File: config.mk
export PLATFORM = sky130hd
export DESIGN_NAME = ipc_port_top
export DESIGN_NICKNAME = d
export VERILOG_FILES = /design/src/ipc_pkg.sv /design/src/ipc_chan_if.sv /design/src/ipc_port_top.sv /design/src/ipc_input_chan.sv
export SDC_FILE = /design/constraint.sdc
export NUM_CORES = 1
export LEC_CHECK = 0
export ABC_AREA = 1
export BUFFER_PORTS_ARGS = -buffer_cell sky130_fd_sc_hd__buf_2
export CAP_MARGIN = 20
export CELL_PAD_IN_SITES_DETAIL_PLACEMENT = 1
export CELL_PAD_IN_SITES_GLOBAL_PLACEMENT = 1
export CORE_MARGIN = 2
export CORE_UTILIZATION = 38
export CTS_CLUSTER_DIAMETER = 120
export DETAILED_ROUTE_END_ITERATION = 7
export PLACE_DENSITY_LB_ADDON = 0.05
export SLEW_MARGIN = 20
export SYNTH_ARGS = -nofsm -noshare
export SYNTH_HDL_FRONTEND = slang
export SYNTH_SLANG_ARGS = --single-unit
File: constraint.sdc
create_clock -name clk -period 8 [get_ports clk]
set_input_delay 0.8 -clock clk [delete_from_list [all_inputs] [get_ports clk]]
set_output_delay 0.8 -clock clk [all_outputs]
set_load 0.02 [all_outputs]
File: src/ipc_pkg.sv
// Package with constants and types for the input pattern compare port block
package ipc_pkg;
    localparam int PORT_W = 16;
    localparam int BYTE_W = 8;
    localparam int BIT_IDX_W = 4;
    // Reference width selection for the comparator
    typedef enum logic [1:0] {
        IPC_WIDTH_BIT,
        IPC_WIDTH_BYTE,
        IPC_WIDTH_WORD
    } ipc_width_t;
    // Interrupt source selection
    typedef enum logic [1:0] {
        IPC_SRC_OFF,
        IPC_SRC_EQUAL,
        IPC_SRC_TOGGLE
    } ipc_src_t;
    localparam logic [PORT_W-1:0] IPC_ZERO_W = 16'h0000;
    localparam logic [PORT_W-1:0] IPC_BYTE_MASK = 16'h00FF;
    localparam logic [PORT_W-1:0] IPC_ONE_BIT = 16'h0001;
endpackage

File: src/ipc_chan_if.sv
// Interface carrying one input channel's configuration and status
`timescale 1ns/100ps
`default_nettype none
interface ipc_chan_if;
    import ipc_pkg::*;
    logic [PORT_W-1:0] inSync;
    logic [PORT_W-1:0] refVal;
    logic [PORT_W-1:0] maskVal;
    ipc_width_t width;
    logic [BIT_IDX_W-1:0] bitSel;
    ipc_src_t source;
    logic irqEvent;
    modport top (output refVal, maskVal, width, bitSel, source, input inSync, irqEvent);
    modport chan (input refVal, maskVal, width, bitSel, source, output inSync, irqEvent);
endinterface
`default_nettype wire

File: src/ipc_port_top.sv
// Top of the opto-isolated digital port block with pattern comparators
//
// Functional notes
// Match mode raises interrupt when input word equals comparison register value.
// Change mode raises interrupt when any masked input bit toggles either way.
// Change mode ignores bits whose mask bit is zero.
// Ports are 16 bits; one or two input and output ports.
// Inputs readable and outputs writable per bit, byte or word.
// Comparator and mask detection exist only on input ports.
// Software selects reference width used for comparison.
// Each output port selects sinking or sourcing drive polarity.
// Each output port can be placed high-impedance as a whole.
// Inputs synchronised, toggles found against previous cycle sample.
`timescale 1ns/100ps
`default_nettype none
module ipc_port_top
    import ipc_pkg::*;
#(
    parameter int NPORT = 2 // 1 for small variant, 2 for large
) (
    input wire logic clk, // System clock
    input wire logic rst, // Async reset, active high
    input wire logic [NPORT*PORT_W-1:0] fieldIn, // Field input lines
    output logic [NPORT*PORT_W-1:0] fieldOut, // Field output levels
    output logic [NPORT*PORT_W-1:0] fieldOe, // High while driving
    input wire logic [NPORT*PORT_W-1:0] rdRef, // Reference values per port
    input wire logic [NPORT*PORT_W-1:0] rdMask, // Toggle masks per port
    input wire logic [NPORT*2-1:0] cmpWidth, // Reference width per port
    input wire logic [NPORT*BIT_IDX_W-1:0] cmpBit, // Bit index for bit width
    input wire logic [NPORT*2-1:0] irqSrc, // Interrupt source per port
    input wire logic cfgWr, // Load ref, mask, width, source
    input wire logic [NPORT-1:0] irqAck, // Clears pending flag per port
    output logic [NPORT-1:0] irqPending, // Sticky event flag per port
    input wire logic [0:0] accPort, // Port selected for access
    input wire logic [1:0] accWidth, // Access width
    input wire logic [BIT_IDX_W-1:0] accIdx, // Bit index or byte index
    input wire logic accWr, // Output write strobe
    input wire logic accRd, // Input read strobe
    input wire logic [PORT_W-1:0] accWdata, // Write data, low aligned
    output logic [PORT_W-1:0] accRdata, // Read data, low aligned
    output logic accRvalid, // Read data valid pulse
    input wire logic [NPORT-1:0] srcDrive, // 1 sourcing, 0 sinking
    input wire logic [NPORT-1:0] hiZ // 1 floats the port
);
    // ------------------------------------------------------------
    // Access decode helpers
    // ------------------------------------------------------------
    // Field mask for an access of given width and index
    function automatic logic [PORT_W-1:0] accMaskOf(input logic [1:0] w,
                                                     input logic [BIT_IDX_W-1:0] idx);
        logic [PORT_W-1:0] m;
        m = IPC_ZERO_W;
        case (w)
            IPC_WIDTH_WORD: m = {PORT_W{1'b1}};
            IPC_WIDTH_BYTE: m = idx[0] ? (IPC_BYTE_MASK << BYTE_W) : IPC_BYTE_MASK;
            default: m = IPC_ONE_BIT << idx;
        endcase
        return m;
    endfunction

    // Shift amount aligning the selected field to bit zero
    function automatic logic [BIT_IDX_W-1:0] accShiftOf(input logic [1:0] w,
                                                        input logic [BIT_IDX_W-1:0] idx);
        logic [BIT_IDX_W-1:0] s;
        s = '0;
        case (w)
            IPC_WIDTH_WORD: s = '0;
            IPC_WIDTH_BYTE: s = idx[0] ? BIT_IDX_W'(BYTE_W) : '0;
            default: s = idx;
        endcase
        return s;
    endfunction

    logic [PORT_W-1:0] accMask;
    logic [BIT_IDX_W-1:0] accShift;
    logic portOk;
    assign accMask = accMaskOf(accWidth, accIdx);
    assign accShift = accShiftOf(accWidth, accIdx);
    assign portOk = int'(accPort) < NPORT;

    logic [NPORT*PORT_W-1:0] inSyncAll;

    // ------------------------------------------------------------
    // Per-port logic
    // ------------------------------------------------------------
    genvar g;
    generate
        for (g = 0; g < NPORT; g++) begin : gPort
            ipc_chan_if chIf();
            logic [PORT_W-1:0] ref_q;
            logic [PORT_W-1:0] mask_q;
            ipc_width_t width_q;
            logic [BIT_IDX_W-1:0] bit_q;
            ipc_src_t src_q;
            logic [PORT_W-1:0] outVal_q;
            logic [PORT_W-1:0] outVal_d;
            logic selOut;
            logic [PORT_W-1:0] drvLevel;

            // Comparator config latched on cfgWr, inputs only
            always_ff @(posedge clk or posedge rst) begin
                if (rst) begin
                    ref_q <= IPC_ZERO_W;
                    mask_q <= IPC_ZERO_W;
                    width_q <= IPC_WIDTH_WORD;
                    bit_q <= '0;
                    src_q <= IPC_SRC_OFF;
                end else if (cfgWr) begin
                    ref_q <= rdRef[g*PORT_W +: PORT_W];
                    mask_q <= rdMask[g*PORT_W +: PORT_W];
                    width_q <= ipc_width_t'(cmpWidth[g*2 +: 2]);
                    bit_q <= cmpBit[g*BIT_IDX_W +: BIT_IDX_W];
                    src_q <= ipc_src_t'(irqSrc[g*2 +: 2]);
                end
            end

            assign chIf.refVal = ref_q;
            assign chIf.maskVal = mask_q;
            assign chIf.width = width_q;
            assign chIf.bitSel = bit_q;
            assign chIf.source = src_q;

            // Detection sits on the input side only; output latches have none
            ipc_input_chan #(.W(PORT_W)) uChan (
                .clk(clk),
                .rst(rst),
                .pinIn(fieldIn[g*PORT_W +: PORT_W]),
                .ch(chIf.chan)
            );
            assign inSyncAll[g*PORT_W +: PORT_W] = chIf.inSync;

            // Sticky flag; a new event wins over an acknowledge
            always_ff @(posedge clk or posedge rst) begin
                if (rst) begin
                    irqPending[g] <= 1'b0;
                end else begin
                    irqPending[g] <= chIf.irqEvent | (irqPending[g] & ~irqAck[g]);
                end
            end

            // Output write merges only the addressed field
            assign selOut = accWr && portOk && (int'(accPort) == g);
            assign outVal_d = selOut ?
                ((outVal_q & ~accMask) | ((accWdata << accShift) & accMask)) : outVal_q;
            always_ff @(posedge clk or posedge rst) begin
                if (rst) begin
                    outVal_q <= IPC_ZERO_W;
                end else begin
                    outVal_q <= outVal_d;
                end
            end

            // Sinking drivers invert: logic one pulls the line low
            assign drvLevel = srcDrive[g] ? outVal_q : ~outVal_q;
            always_ff @(posedge clk or posedge rst) begin
                if (rst) begin
                    fieldOut[g*PORT_W +: PORT_W] <= IPC_ZERO_W;
                    fieldOe[g*PORT_W +: PORT_W] <= IPC_ZERO_W;
                end else begin
                    fieldOut[g*PORT_W +: PORT_W] <= drvLevel;
                    fieldOe[g*PORT_W +: PORT_W] <= {PORT_W{~hiZ[g]}};
                end
            end
        end
    endgenerate

    // ------------------------------------------------------------
    // Input read path
    // ------------------------------------------------------------
    // Reads see the synchronised word, never raw pins
    logic [PORT_W-1:0] rdWord;
    logic [PORT_W-1:0] rdField;
    assign rdWord = portOk ? inSyncAll[int'(accPort)*PORT_W +: PORT_W] : IPC_ZERO_W;
    assign rdField = (rdWord & accMask) >> accShift;

    always_ff @(posedge clk or posedge rst) begin
        if (rst) begin
            accRdata <= IPC_ZERO_W;
            accRvalid <= 1'b0;
        end else begin
            accRvalid <= accRd;
            if (accRd) begin
                accRdata <= rdField;
            end
        end
    end
endmodule
`default_nettype wire

File: src/ipc_input_chan.sv
// One 16-bit input port: synchroniser, equality and masked toggle detection
`timescale 1ns/100ps
`default_nettype none
module ipc_input_chan
    import ipc_pkg::*;
#(
    parameter int W = PORT_W
) (
    input wire logic clk, // System clock
    input wire logic rst, // Async reset, active high
    input wire logic [W-1:0] pinIn, // Raw field inputs
    ipc_chan_if.chan ch // Config and status toward top
);
    // ------------------------------------------------------------
    // Synchroniser and previous sample
    // ------------------------------------------------------------
    logic [W-1:0] meta_q;
    logic [W-1:0] sync_q;
    logic [W-1:0] prev_q;
    logic armed_q;
    logic [W-1:0] togg;
    logic [W-1:0] cmpMask;
    logic equalNow;
    logic toggleNow;
    logic [W-1:0] bitOne;

    // Two stages; the logic looks only at sync_q and its delayed copy prev_q
    always_ff @(posedge clk or posedge rst) begin
        if (rst) begin
            meta_q <= '0;
            sync_q <= '0;
            prev_q <= '0;
            armed_q <= 1'b0;
        end else begin
            meta_q <= pinIn;
            sync_q <= meta_q;
            prev_q <= sync_q;
            armed_q <= 1'b1;
        end
    end

    // ------------------------------------------------------------
    // Detection
    // ------------------------------------------------------------
    // Width chooses which bits take part in the compare
    assign bitOne = W'(IPC_ONE_BIT) << ch.bitSel;
    assign cmpMask = (ch.width == IPC_WIDTH_WORD) ? {W{1'b1}} :
        (ch.width == IPC_WIDTH_BYTE) ? W'(IPC_BYTE_MASK) : bitOne;
    assign equalNow = ((sync_q ^ ch.refVal) & cmpMask) == '0;
    // Unmasked bits never contribute, both edges count
    assign togg = (sync_q ^ prev_q) & ch.maskVal;
    // armed_q masks only the first cycle after reset; the first pin sample is still compared against the reset zero in prev_q
    assign toggleNow = armed_q && (togg != '0);
    assign ch.inSync = sync_q;
    assign ch.irqEvent = (ch.source == IPC_SRC_EQUAL) ? equalNow :
        (ch.source == IPC_SRC_TOGGLE) ? toggleNow : 1'b0;
endmodule
`default_nettype wire

Word level (Yosys, flattened, before mapping)
Cells that the tools add are included.
W data, S select, Z words.
{"block": "totals", "register_bits": 262, "input_bits": 146, "elab_cells": 91}
{"block": "op_classes", "eq_ne": 10, "shifts": 6, "mux": 14, "bitwise_logic": 26, "n_reduce_logical": 8}
{"operator": "$and A16 B16 Y16", "count": 8}
{"operator": "$mux W16", "count": 7}
{"operator": "$xor A16 B16 Y16", "count": 4}
{"operator": "$not A16 Y16", "count": 3}
{"operator": "$shl A1 B4 Y16 const A", "count": 3}
{"operator": "$logic_not A16 Y1", "count": 2}
{"operator": "$or A16 B16 Y16", "count": 2}
{"operator": "$pmux W16 S2", "count": 1}
{"operator": "$reduce_bool A16 Y1", "count": 2}
{"operator": "$shiftx A32 B6 Y16", "count": 1}
{"operator": "$shl A16 B4 Y16", "count": 1}
{"operator": "$shr A16 B4 Y16", "count": 1}
{"operator": "$eq A2 B1 Y1 const B", "count": 5}
{"operator": "$eq A2 B2 Y1 const B", "count": 5}
{"operator": "$pmux W4 S2", "count": 1}
{"operator": "$not A1 Y1", "count": 5}
{"operator": "$logic_and A1 B1 Y1", "count": 4}
{"operator": "$mux W1", "count": 4}
{"operator": "$mux W4", "count": 1}
{"operator": "$and A1 B1 Y1", "count": 2}
{"operator": "$or A1 B1 Y1", "count": 2}

Logic depth before layout (Yosys ltp)
Gate-level depths: netlist of the first run.
{"block": "depth", "ltp_word": 7, "ltp_mapped": 14, "depth_no_buf": 14}

By module
Synthesis of the first run repeated with hierarchy kept, for this count alone.
{"block": "unflattened", "cells_unflattened": 1246, "hier_area_um2": 11886.4}
{"module": "ipc_port_top", "instances": 1, "cells_each": 780, "area_per_inst_um2": 7719.9}
{"module": "ipc_input_chan", "instances": 2, "cells_each": 233, "area_per_inst_um2": 2083.2}

Least setup slack after synthesis of the first run
No wires, ideal clock.
{"block": "synth_timing", "path_type": "input to register", "startpoint": "in accWidth[0]", "endpoint": "reg accRdata[0]", "setup_time_ns": 0.116, "arrival_time_ns": 2.132, "required_ns": 7.884, "setup_slack_ns": 5.752, "cell_stages": 14, "n_path_buf": 0, "path_cell_list": "inv_1 -> ha_1 -> nor2_1 -> nand2_1 -> o21ai_4 -> nor2_2 -> nand2_1 -> nand3_1 -> nand2_1 -> nand2_1 -> nand2_1 -> nand2_1 -> nand2_1 -> nand2_1"}
{"block": "synth_between", "elab_chain_cells": 4, "word_cells_on_any_way": 6, "classes_between": "eq/ne: 2; shift: 1; mux: 2; bitwise: 1"}
{"element": "start, declared", "line": "ipc_port_top.sv:35", "text": "input wire logic [1:0] accWidth,"}
{"element": "$eq A2 B1 Y1 / $eq A2 B2 Y1 (equally long branches)", "line": "ipc_port_top.sv:53, ipc_port_top.sv:66"}
{"element": "$pmux W16 S2", "line": "ipc_port_top.sv:53", "text": "case (w)"}
{"element": "$and A16 B16 Y16", "line": "ipc_port_top.sv:174", "text": "assign rdField = (rdWord & accMask) >> accShift;"}
{"element": "$shr A16 B4 Y16 *", "line": "ipc_port_top.sv:174"}
{"element": "end signal, assigned", "line": "ipc_port_top.sv:183", "text": "accRdata <= rdField;"}
{"element": "end, declared", "line": "ipc_port_top.sv:40", "text": "output logic [PORT_W-1:0] accRdata,"}
Every way passes the cells marked *; elsewhere a longest branch is shown, timed or not.
A chain may end at the register's enable or synchronous reset.

==> flow_metrics.env, run 1 <==
export IMPL_powerDensity_mw_per_mm2=261.0
export IMPL_combPwrFrac_pct=18.8
export IMPL_clock_latency_ns=0.55
export IMPL_synth_ff_type="dfrtp_1"
export IMPL_fill_cells=3565
export IMPL_async_flop_share_pct=100.0
export IMPL_grt_pass1_wl_um=51200
export IMPL_max_freq_mhz=328.9
export IMPL_viasPerCell=4.887
export IMPL_cp_max_fo=23
export IMPL_grt_pass1_vias=9515
export IMPL_switching_power_w=0.001081
export IMPL_yosysWarnings=0
export IMPL_nets=1612
export IMPL_die_y_um=178.5
export IMPL_postCtsHoldBufs=0
export IMPL_p_leak_nw=6.746
export IMPL_hold_violations=0
export IMPL_antenna_found_initial=0
export IMPL_io_pins=229
export IMPL_cts_resized=0
export IMPL_wirelength_um=32610
export IMPL_multi_input_area_mm2=0.004118
export IMPL_cts_tree="done"
export IMPL_tightest_slew_ns=0.8806
export IMPL_hold_ws_ns=0.3462
export IMPL_synth_cells=1277
export IMPL_ys_seq_area_share_pct=56.66
export IMPL_hp_class="reg2reg"
export IMPL_postRouteAntennaNets=0
export IMPL_drv_slew=0
export IMPL_drt_pass1_iterations=5
export IMPL_power_frac_seq_pct=45.5
export IMPL_die_area_mm2=0.03187
export IMPL_core_mm2=0.02980
export IMPL_num_rows=63
export IMPL_peakVddDrop_mv=0.1511
export IMPL_numCtsBuffers=29
export IMPL_ys_ff_latch=262
export IMPL_clock_path_buffers=3
export IMPL_clock_power_share_pct=35.7
export IMPL_cp_arrival_ns=3.52
export IMPL_cts_htree_levels=1
export IMPL_track_usage_pct=20.80
export IMPL_setup_violations=0
export IMPL_power_switching_share_pct=30.23
export IMPL_cts_root_buf="clkbuf_16"
export IMPL_areaGrowthSynthToFinish_pct=18.43
export IMPL_finalCriticalPeriod_ns=3.041
export IMPL_clock_sinks=262
export IMPL_place_area_mm2=0.01280
export IMPL_final_area_mm2=0.01371
export IMPL_synth_nets=1425
export IMPL_outcome="completed"
export IMPL_p_int_w=0.002496
export IMPL_dp_hpwl_um=24460
export IMPL_syn_area_mm2=0.01157
export IMPL_portBuffers=228
export IMPL_first_iter_violations=502
export IMPL_seq_area_mm2=0.006559
export IMPL_vias=9154
export IMPL_start_util_pct=38.85
export IMPL_drc=0
export IMPL_clk_pin_slew_ns=0.06
export IMPL_synth_edff_count=0
export IMPL_critPathLaunchType="primary input"
export IMPL_cap_violations=0
export IMPL_wl_per_cell_um=17.41
export IMPL_diodes=0
export IMPL_relSlewSlack_pct=41.17
export IMPL_synth_area_per_cell_um2=9.064
export IMPL_place_gp_congestion=0.8446
export IMPL_final_layout_size_suffix_gt1_share_pct=21.44
export IMPL_die_width_um=178.5
export IMPL_fin_skew_ns=0.01057
export IMPL_post_cts_buffers=0
export IMPL_crit_path_end_kind="flop"
export IMPL_overflow=0
export IMPL_path_class="in2reg"
export IMPL_tns_ns=0
export IMPL_required_ns=8.48
export IMPL_post_route_period_util_pct=38.01
export IMPL_ys_types=42
export IMPL_grt_max_degree=155
export IMPL_rsz0062_at_grt="no"
-- cells in the mapped netlist, types with 2 or more instances --
master,count,share of area (%)
o221ai_1,3,0.23
clkbuf_1,25,0.81
nand2_1,281,9.1
ha_1,2,0.22
a31oi_1,4,0.22
clkinv_1,2,0.065
dfstp_2,2,0.45
xor2_1,12,0.91
or2_1,2,0.11
buf_2,13,0.56
or2_2,3,0.16
o21ai_2,3,0.23
mux2_2,16,1.6
nor2_1,94,3.0
inv_1,118,3.8
nand2_2,4,0.22
a21oi_1,30,1.3
o31ai_1,2,0.13
nor2_2,3,0.16
nand3_1,69,3.0
o41ai_1,2,0.15
o21ai_1,8,0.35
nand3_2,2,0.17
nor2_4,4,0.39
xnor2_1,36,2.7
o211ai_1,5,0.32
buf_4,32,2.1
buf_1,2,0.065
dfrtp_1,260,56
o22ai_1,2,0.11
mux2i_1,3,0.26
o21ai_0,183,7.9
nand4_1,38,2.1
inv_2,2,0.065
buf_6,3,0.29
-- metrics by stage --
stage | cells | worst slack, ns | total power, W | utilization, %
floorplan | 1277 | 3.746 | 0.002086 | -
global placement | 1823 | 4.480 | 0.002324 | 42.97
finish | 1873 | 4.959 | 0.003577 | 46.01
global route | 1873 | 4.698 | 0.003783 | 46.01
detailed placement | 1823 | 4.428 | 0.002340 | 42.97
CTS | 1873 | 4.999 | 0.003634 | 46.01
-- logic make-up (layout without fill, tap and decap cells) --
group / count (synthesis) / count (layout) / synth area share, %
flip-flops: 262 / 262 / 56.66
buffers and inverters: 197 / 403 / 7.761
AO/OA/AOI/OAI: 246 / 246 / 11.33
multiplexers: 19 / 19 / 1.816
XOR/XNOR: 48 / 48 / 3.632
AND/OR/NAND/NOR: 502 / 502 / 18.55
other: 1 / 1 / 0.03240
adder cells (fa/ha/maj): 2 / 2 / 0.2162
-- layout by cell type (no fill, tap or decap), types with 5 or more instances in the layout --
cell | netlist | routed
nor2_1 | 94 | 94
nand2_1 | 281 | 281
a21oi_1 | 30 | 30
xor2_1 | 12 | 12
nand3_1 | 69 | 69
o21ai_0 | 183 | 183
mux2_2 | 16 | 16
clkbuf_1 | 25 | 7
inv_1 | 118 | 117
o21ai_1 | 8 | 8
nand4_1 | 38 | 38
dfrtp_1 | 260 | 260
buf_2 | 13 | 227
clkbuf_8 | 0 | 5
o211ai_1 | 5 | 5
xnor2_1 | 36 | 36
clkbuf_16 | 0 | 29
-- metal layers --
| layer | GRT usage, % | up-vias | share of wire [%] |
|---|---|---|---|
| met5 | 0 | - | 0 |
| met3 | 2.494 | 45 | 3.5 |
| met1 | 27.52 | 4420 | 44 |
| met2 | 36.12 | 187 | 50 |
| li1 | - | 4502 | - |
| met4 | 5.488 | 0 | 2.6 |
-- final cells by class --
class	count	area share (%)
Clock buffer	41	5.988
Clock inverter	9	0.6024
Inverter	122	3.368
Multi-Input combinational cell	818	30.04
Sequential cell	262	47.85
Tap cell	390	3.560
Timing Repair Buffer	231	8.598
-- power by group through the flow --
stage	Clock [W]	Combinational (W)	Sequential, W
finish	0.00128	0.000673	0.00163
detailed placement	0	0.000684	0.00166
global placement	0	0.000674	0.00165
global route	0.00137	0.000762	0.00165
floorplan	0	0.000371	0.00171
CTS	0.00131	0.000688	0.00163
-- final timing paths --
| path | startpoint | end | slack (ns) | cells after the start |
|---|---|---|---|---|
| max | accWidth[0] | flop | 4.96 | 11 |
| min | gPort[0].uChan.meta_q[11] | gPort[0].uChan.ch.inSync[11] | 0.35 | 0 |
| max reg2reg | gPort[0].uChan.ch.inSync[15] | accRdata[0] | 6.25 | 10 |
| min reg2reg | gPort[0].uChan.meta_q[11] | gPort[0].uChan.ch.inSync[11] | 0.35 | 0 |
| max in group asynchronous | rst | gPort[0].chIf.maskVal[13] | 6.22 | 3 |
| min in group asynchronous | rst | fieldOut[2] | 0.43 | 2 |
-- worst max-delay path: stages --
cell	delay (ns)
buf_2	0.09
inv_1	0.04
ha_1	0.50
nand2_2	0.40
clkinv_1	0.61
o21ai_0	0.25
o21ai_1	0.16
or2_2	0.33
nand3_1	0.11
nand4_1	0.12
nand2_1	0.10
Power figures use the tool's default switching activity.
==> run 2: changes to the inputs <==
ABC_AREA = 0   (was 1)
CORE_UTILIZATION = 44   (was 38)
clock period = 3.1 ns   (was 8 ns; I/O delays follow)
==> flow_metrics.env, run 2 <==
export IMPL_ys_types=67
export IMPL_cap_violations=0
export IMPL_grt_pass1_vias=8860
export IMPL_synth_simple_area_share_pct=7.351
export IMPL_synth_nets=1076
export IMPL_pre_cts_ws_ns=0.5386
export IMPL_place_gp_congestion=0.8489
export IMPL_required_ns=3.50
export IMPL_syn_area_mm2=0.01151
export IMPL_ys_seq_area_share_pct=57.00
export IMPL_die_y_um=165.7
export IMPL_slowest_stage="mux4_2"
export IMPL_viasPerCell=5.234
export IMPL_grt_pass1_wl_um=49910
export IMPL_synth_largest_area_cell="dfrtp_1"
export IMPL_post_cts_buffers=0
export IMPL_clock_path_buffers=3
export IMPL_cts_tree="done"
export IMPL_cts_root_buf="clkbuf_16"
export IMPL_ff2ff_setup_slack_ns=1.0
export IMPL_path_class="reg2reg"
export IMPL_postRouteAntennaNets=0
export IMPL_cpLargestDelayFamily="compound AO/OA/AOI/OAI gates"
export IMPL_final_common_cell="dfrtp_1"
export IMPL_cts_htree_levels=1
export IMPL_yosys_area_share_xor_xnor_pct=7.460
export IMPL_ys_ff_latch=262
export IMPL_start_util_pct=44.53
export IMPL_grt_max_degree=105
export IMPL_first_iter_violations=401
export IMPL_synth_most_common_cell="dfrtp_1"
export IMPL_final_layout_size_suffix_gt1_share_pct=35.04
export IMPL_muxShareOfSynthArea_pct=13.98
export IMPL_clock_latency_ns=0.53
export IMPL_crit_chain="buf_4, mux4_2, and3_1, nor3_1, o221ai_1, a31oi_1, o21ai_0"
export IMPL_vias=8087
export IMPL_synth_cells=928
export IMPL_drv_slew=0
export IMPL_netlist_top_cells_area="dfrtp_1 57%, mux2_2 11%, xor2_1 4.0%, xnor2_1 3.4%, buf_4 2.0%"
export IMPL_netlist_top_cells_count="260 x dfrtp_1, 110 x mux2_2, 53 x xor2_1, 52 x nand2_1, 45 x xnor2_1"
export IMPL_synth_top_family_by_area="multiplexers"
export IMPL_antenna_found_initial=0
export IMPL_seq_area_mm2=0.006559
export IMPL_multi_input_area_mm2=0.004432
export IMPL_final_cell_mix="260 x dfrtp_1, 227 x buf_2, 110 x mux2_2"
export IMPL_dp_hpwl_um=22860
export IMPL_portBuffers=228
export IMPL_finalCriticalPeriod_ns=2.103
export IMPL_postCtsHoldBufs=59
export IMPL_clock_sinks=262
export IMPL_cts_resized=0
export IMPL_post_route_period_util_pct=67.83
export IMPL_hold_violations=0
export IMPL_die_width_um=165.7
export IMPL_areaGrowthSynthToFinish_pct=24.59
export IMPL_die_area_mm2=0.02746
export IMPL_p_leak_nw=6.477
export IMPL_io_pins=229
export IMPL_crit_path_end_kind="flop"
export IMPL_synth_edff_count=0
export IMPL_hp_class="in2reg"
export IMPL_overflow=0
export IMPL_fill_cells=2731
export IMPL_synth_area_per_cell_um2=12.40
export IMPL_core_mm2=0.02584
export IMPL_outcome="completed"
export IMPL_drt_pass1_iterations=4
export IMPL_synth_compound_area_share_pct=9.472
export IMPL_fin_skew_ns=0.01767
export IMPL_wl_per_cell_um=20.32
export IMPL_wirelength_um=31390
export IMPL_clk_pin_slew_ns=0.06
export IMPL_nets=1341
export IMPL_async_flop_share_pct=100.0
export IMPL_cp_max_fo=5
export IMPL_num_rows=59
export IMPL_total_power_w=0.009484
export IMPL_cpPeakStageDelay_ns=0.45
export IMPL_drc=0
export IMPL_critPathLaunchType="flop"
export IMPL_path_buf_inv=1
export IMPL_tightest_slew_ns=0.9766
export IMPL_relSlewSlack_pct=34.46
export IMPL_numCtsBuffers=27
export IMPL_peakVddDrop_mv=0.6066
export IMPL_netlist_area_leader_share_pct=56.55
export IMPL_hold_ws_ns=0.01649
export IMPL_max_freq_mhz=475.6
export IMPL_synth_ff_type="dfrtp_1"
export IMPL_setup_violations=0
export IMPL_worst_slack_ns=0.9972
export IMPL_rsz0062_at_grt="no"
export IMPL_diodes=0
export IMPL_track_usage_pct=22.93
export IMPL_fin_util_pct=55.48
export IMPL_cp_arrival_ns=2.50
export IMPL_synth_fa_ha_area_share_pct=0.2175
export IMPL_yosysWarnings=0
export IMPL_powerDensity_mw_per_mm2=661.6
## run 2: final cells by class
type                       count  share of cell area (%)
sequential                   262                   45.75
inverter                      25                  0.6808
multi-input combinational    567                   30.92
clock buffer                  37                   5.464
timing repair buffer         310                   13.56
tap                          335                   2.924
clock inverter                 9                  0.6983
## run 2: worst paths after layout
path / from / to / cells past startpoint
worst max-delay path: gPort[1].uChan.ch.inSync[10] / accRdata[0] / 7
worst min-delay path: cmpBit[4] / gPort[1].bit_q[0] / 2
max in group asynchronous: rst / gPort[1].chIf.width[1] / 4
worst min register to register: gPort[1].uChan.meta_q[15] / gPort[1].uChan.ch.inSync[15] / 0
min in group asynchronous: rst / gPort[0].uChan.ch.inSync[3] / 3
worst max register to register: gPort[1].uChan.ch.inSync[10] / accRdata[0] / 7
## run 2: metrics by stage
step | TNS, ns | instance area [um2] | std cells
finish | 0 | 14340 | 1545
global route | 0 | 14340 | 1545
CTS | 0 | 14340 | 1545
detailed placement | 0 | 12860 | 1440
global placement | 0 | 12860 | 1440
floorplan | -172.62 | 11510 | 928
## run 2: layer usage
metal / vias up / global-route usage [%] / routed length [um] / part of all wire, %
met4: 0 / 5.142 / 576 / 1.8
met3: 43 / 3.441 / 1309 / 4.2
met2: 178 / 40.36 / 16120 / 51
met1: 4078 / 30.12 / 13390 / 43
li1: 3788 / - / - / -
met5: - / 0 / 0 / 0
## run 2: kinds of logic after synthesis
logic type                 Yosys count
xor gates and xnor gates            98
DFF                                262
adders and majority gates            2
other                                1
muxes                              137
AOI/OAI and AO/OA                  157
and+or+nand+nor                    172
buffers and inverters               99
## run 2: where the power goes
part / internal, W / switching, W / total (W)
logic: 0.000877 / 0.00107 / 0.00195
registers: 0.00396 / 0.000343 / 0.00430
clock network: 0.00192 / 0.00132 / 0.00324
==> run 3: changes to the inputs <==
clock period = 2.2 ns   (was 3.1 ns; I/O delays follow)
==> flow_metrics.env, run 3 (synthesis gave the netlist of run 2 again) <==
export IMPL_outcome="completed"
export IMPL_crit_path_end_kind="flop"
export IMPL_clock_latency_ns=0.55
export IMPL_p_leak_nw=7.021
export IMPL_antenna_found_initial=1
export IMPL_hold_ws_ns=0.07824
export IMPL_numCtsBuffers=28
export IMPL_max_freq_mhz=527.2
export IMPL_io_pins=229
export IMPL_hp_class="in2reg"
export IMPL_power_switching_share_pct=29.17
export IMPL_grt_pass1_wl_um=55690
export IMPL_min_path_cells=1
export IMPL_hp_start="accRd"
export IMPL_hold_violations=0
export IMPL_core_mm2=0.02584
export IMPL_grt_pass1_vias=9737
export IMPL_ff2ff_setup_slack_ns=0.30
export IMPL_areaGrowthSynthToFinish_pct=34.08
export IMPL_die_area_mm2=0.02746
export IMPL_setup_violations=0
export IMPL_cts_resized=0
export IMPL_portBuffers=228
export IMPL_cap_violations=0
export IMPL_post_route_period_util_pct=86.22
export IMPL_wl_per_cell_um=21.41
export IMPL_vias=8753
export IMPL_nets=1458
export IMPL_cts_htree_levels=1
export IMPL_cp_max_fo=2
export IMPL_required_ns=2.63
export IMPL_finalCriticalPeriod_ns=1.897
export IMPL_place_area_mm2=0.01338
export IMPL_rr_startpoint="gPort[1].uChan.ch.inSync[11]"
export IMPL_grt_max_degree=46
export IMPL_clock_sinks=262
export IMPL_final_layout_size_suffix_gt1_share_pct=36.10
export IMPL_path_class="reg2reg"
export IMPL_track_usage_pct=25.93
export IMPL_tightest_slew_ns=0.6903
export IMPL_clk_pin_slew_ns=0.07
export IMPL_final_cell_mix="260 x dfrtp_1, 227 x buf_2, 116 x dlygate4sd3_1"
export IMPL_clock_power_share_pct=33.5
export IMPL_die_width_um=165.7
export IMPL_drt_pass1_iterations=4
export IMPL_powerDensity_mw_per_mm2=887.6
export IMPL_postCtsHoldBufs=116
export IMPL_place_gp_congestion=0.8612
export IMPL_final_area_mm2=0.01543
export IMPL_start_util_pct=44.53
export IMPL_wirelength_um=35610
export IMPL_peakVddDrop_mv=0.6644
export IMPL_first_iter_violations=598
export IMPL_cp_arrival_ns=2.32
export IMPL_post_cts_buffers=0
export IMPL_fin_skew_ns=0.01034
export IMPL_cts_root_buf="clkbuf_16"
export IMPL_clock_path_buffers=3
export IMPL_startpoint="gPort[1].uChan.ch.inSync[11]"
export IMPL_drc=0
export IMPL_rr_worst_depth=6
export IMPL_worst_slack_ns=0.3032
export IMPL_rsz0062_at_grt="no"
export IMPL_power_frac_seq_pct=44.5
export IMPL_dp_hpwl_um=24400
export IMPL_drv_slew=0
export IMPL_postRouteAntennaNets=0
export IMPL_switching_power_w=0.003994
export IMPL_combPwrFrac_pct=22.1
export IMPL_num_rows=59
export IMPL_relSlewSlack_pct=53.40
export IMPL_critPathLaunchType="flop"
export IMPL_p_int_w=0.009699
export IMPL_pre_cts_ws_ns=-0.07893
export IMPL_cts_tree="done"
export IMPL_die_y_um=165.7
export IMPL_final_common_cell="dfrtp_1"
export IMPL_viasPerCell=5.263
export IMPL_overflow=0
## run 3: cell types whose count changed in the layout (fill, tap and decap cells not counted)
cell and delta:
clkinvlp_4 -1, buf_4 +53, buf_12 +6, diode_2 +1, dlygate4sd3_1 +57, clkinv_8 +1
clkbuf_16 +1, clkinv_2 -2, clkbuf_1 +5, clkbuf_8 -3
## run 3: final timing paths
| kind | to |
|---|---|
| worst max register to register | accRdata[0] |
| worst min-delay path | accRvalid |
| worst min register to register | gPort[1].uChan.ch.inSync[1] |
| worst max-delay path | accRdata[0] |
| max in group asynchronous | accRdata[13] |
| min in group asynchronous | gPort[0].uChan.meta_q[3] |
## run 3: critical path, cell delays in order (launching register included)
cell and delay (ns):
dfrtp_1 0.39, mux4_2 0.47, and3_1 0.19, nor3_1 0.25
o221ai_1 0.19, a31oi_1 0.19, o21ai_0 0.09
## run 3: per-layer routing
metal	share of wire [%]	GRT usage, %	vias up
met3	4.4	4.062	64
li1	-	-	4019
met1	40	31.84	4445
met5	0	0	-
met2	53	47.16	225
met4	2.7	7.637	0
## run 3: final cells by class
class / instances / area (um2)
fill: 2693 / 10410
sequential: 262 / 6559
inverter: 25 / 97.59
clock buffer: 40 / 785.8
tap: 335 / 419.2
timing repair buffer: 426 / 3033
multi-input combinational: 567 / 4432
clock inverter: 7 / 98.84
antenna: 1 / 2.502
## run 3: power groups by stage
stage | combinational [W] | sequential [W] | clock, W
2_1_floorplan | 0.00147 | 0.00638 | 0
3_3_place_gp | 0.00277 | 0.00614 | 0
3_5_place_dp | 0.00284 | 0.00617 | 0
4_1_cts | 0.00301 | 0.00609 | 0.00465
5_1_grt | 0.00326 | 0.00618 | 0.00489
6_report | 0.00302 | 0.00609 | 0.00458
## run 3: per-stage QoR
stage	instances	total power (W)	TNS (ns)	util, %
4_1_cts	1662	0.01375	0	59.70
5_1_grt	1663	0.01434	0	59.71
3_5_place_dp	1499	0.009007	-0.9679	51.78
6_report	1663	0.01369	0	59.71
2_1_floorplan	928	0.007849	-384.34	-
3_3_place_gp	1499	0.008913	-0.5139	51.78
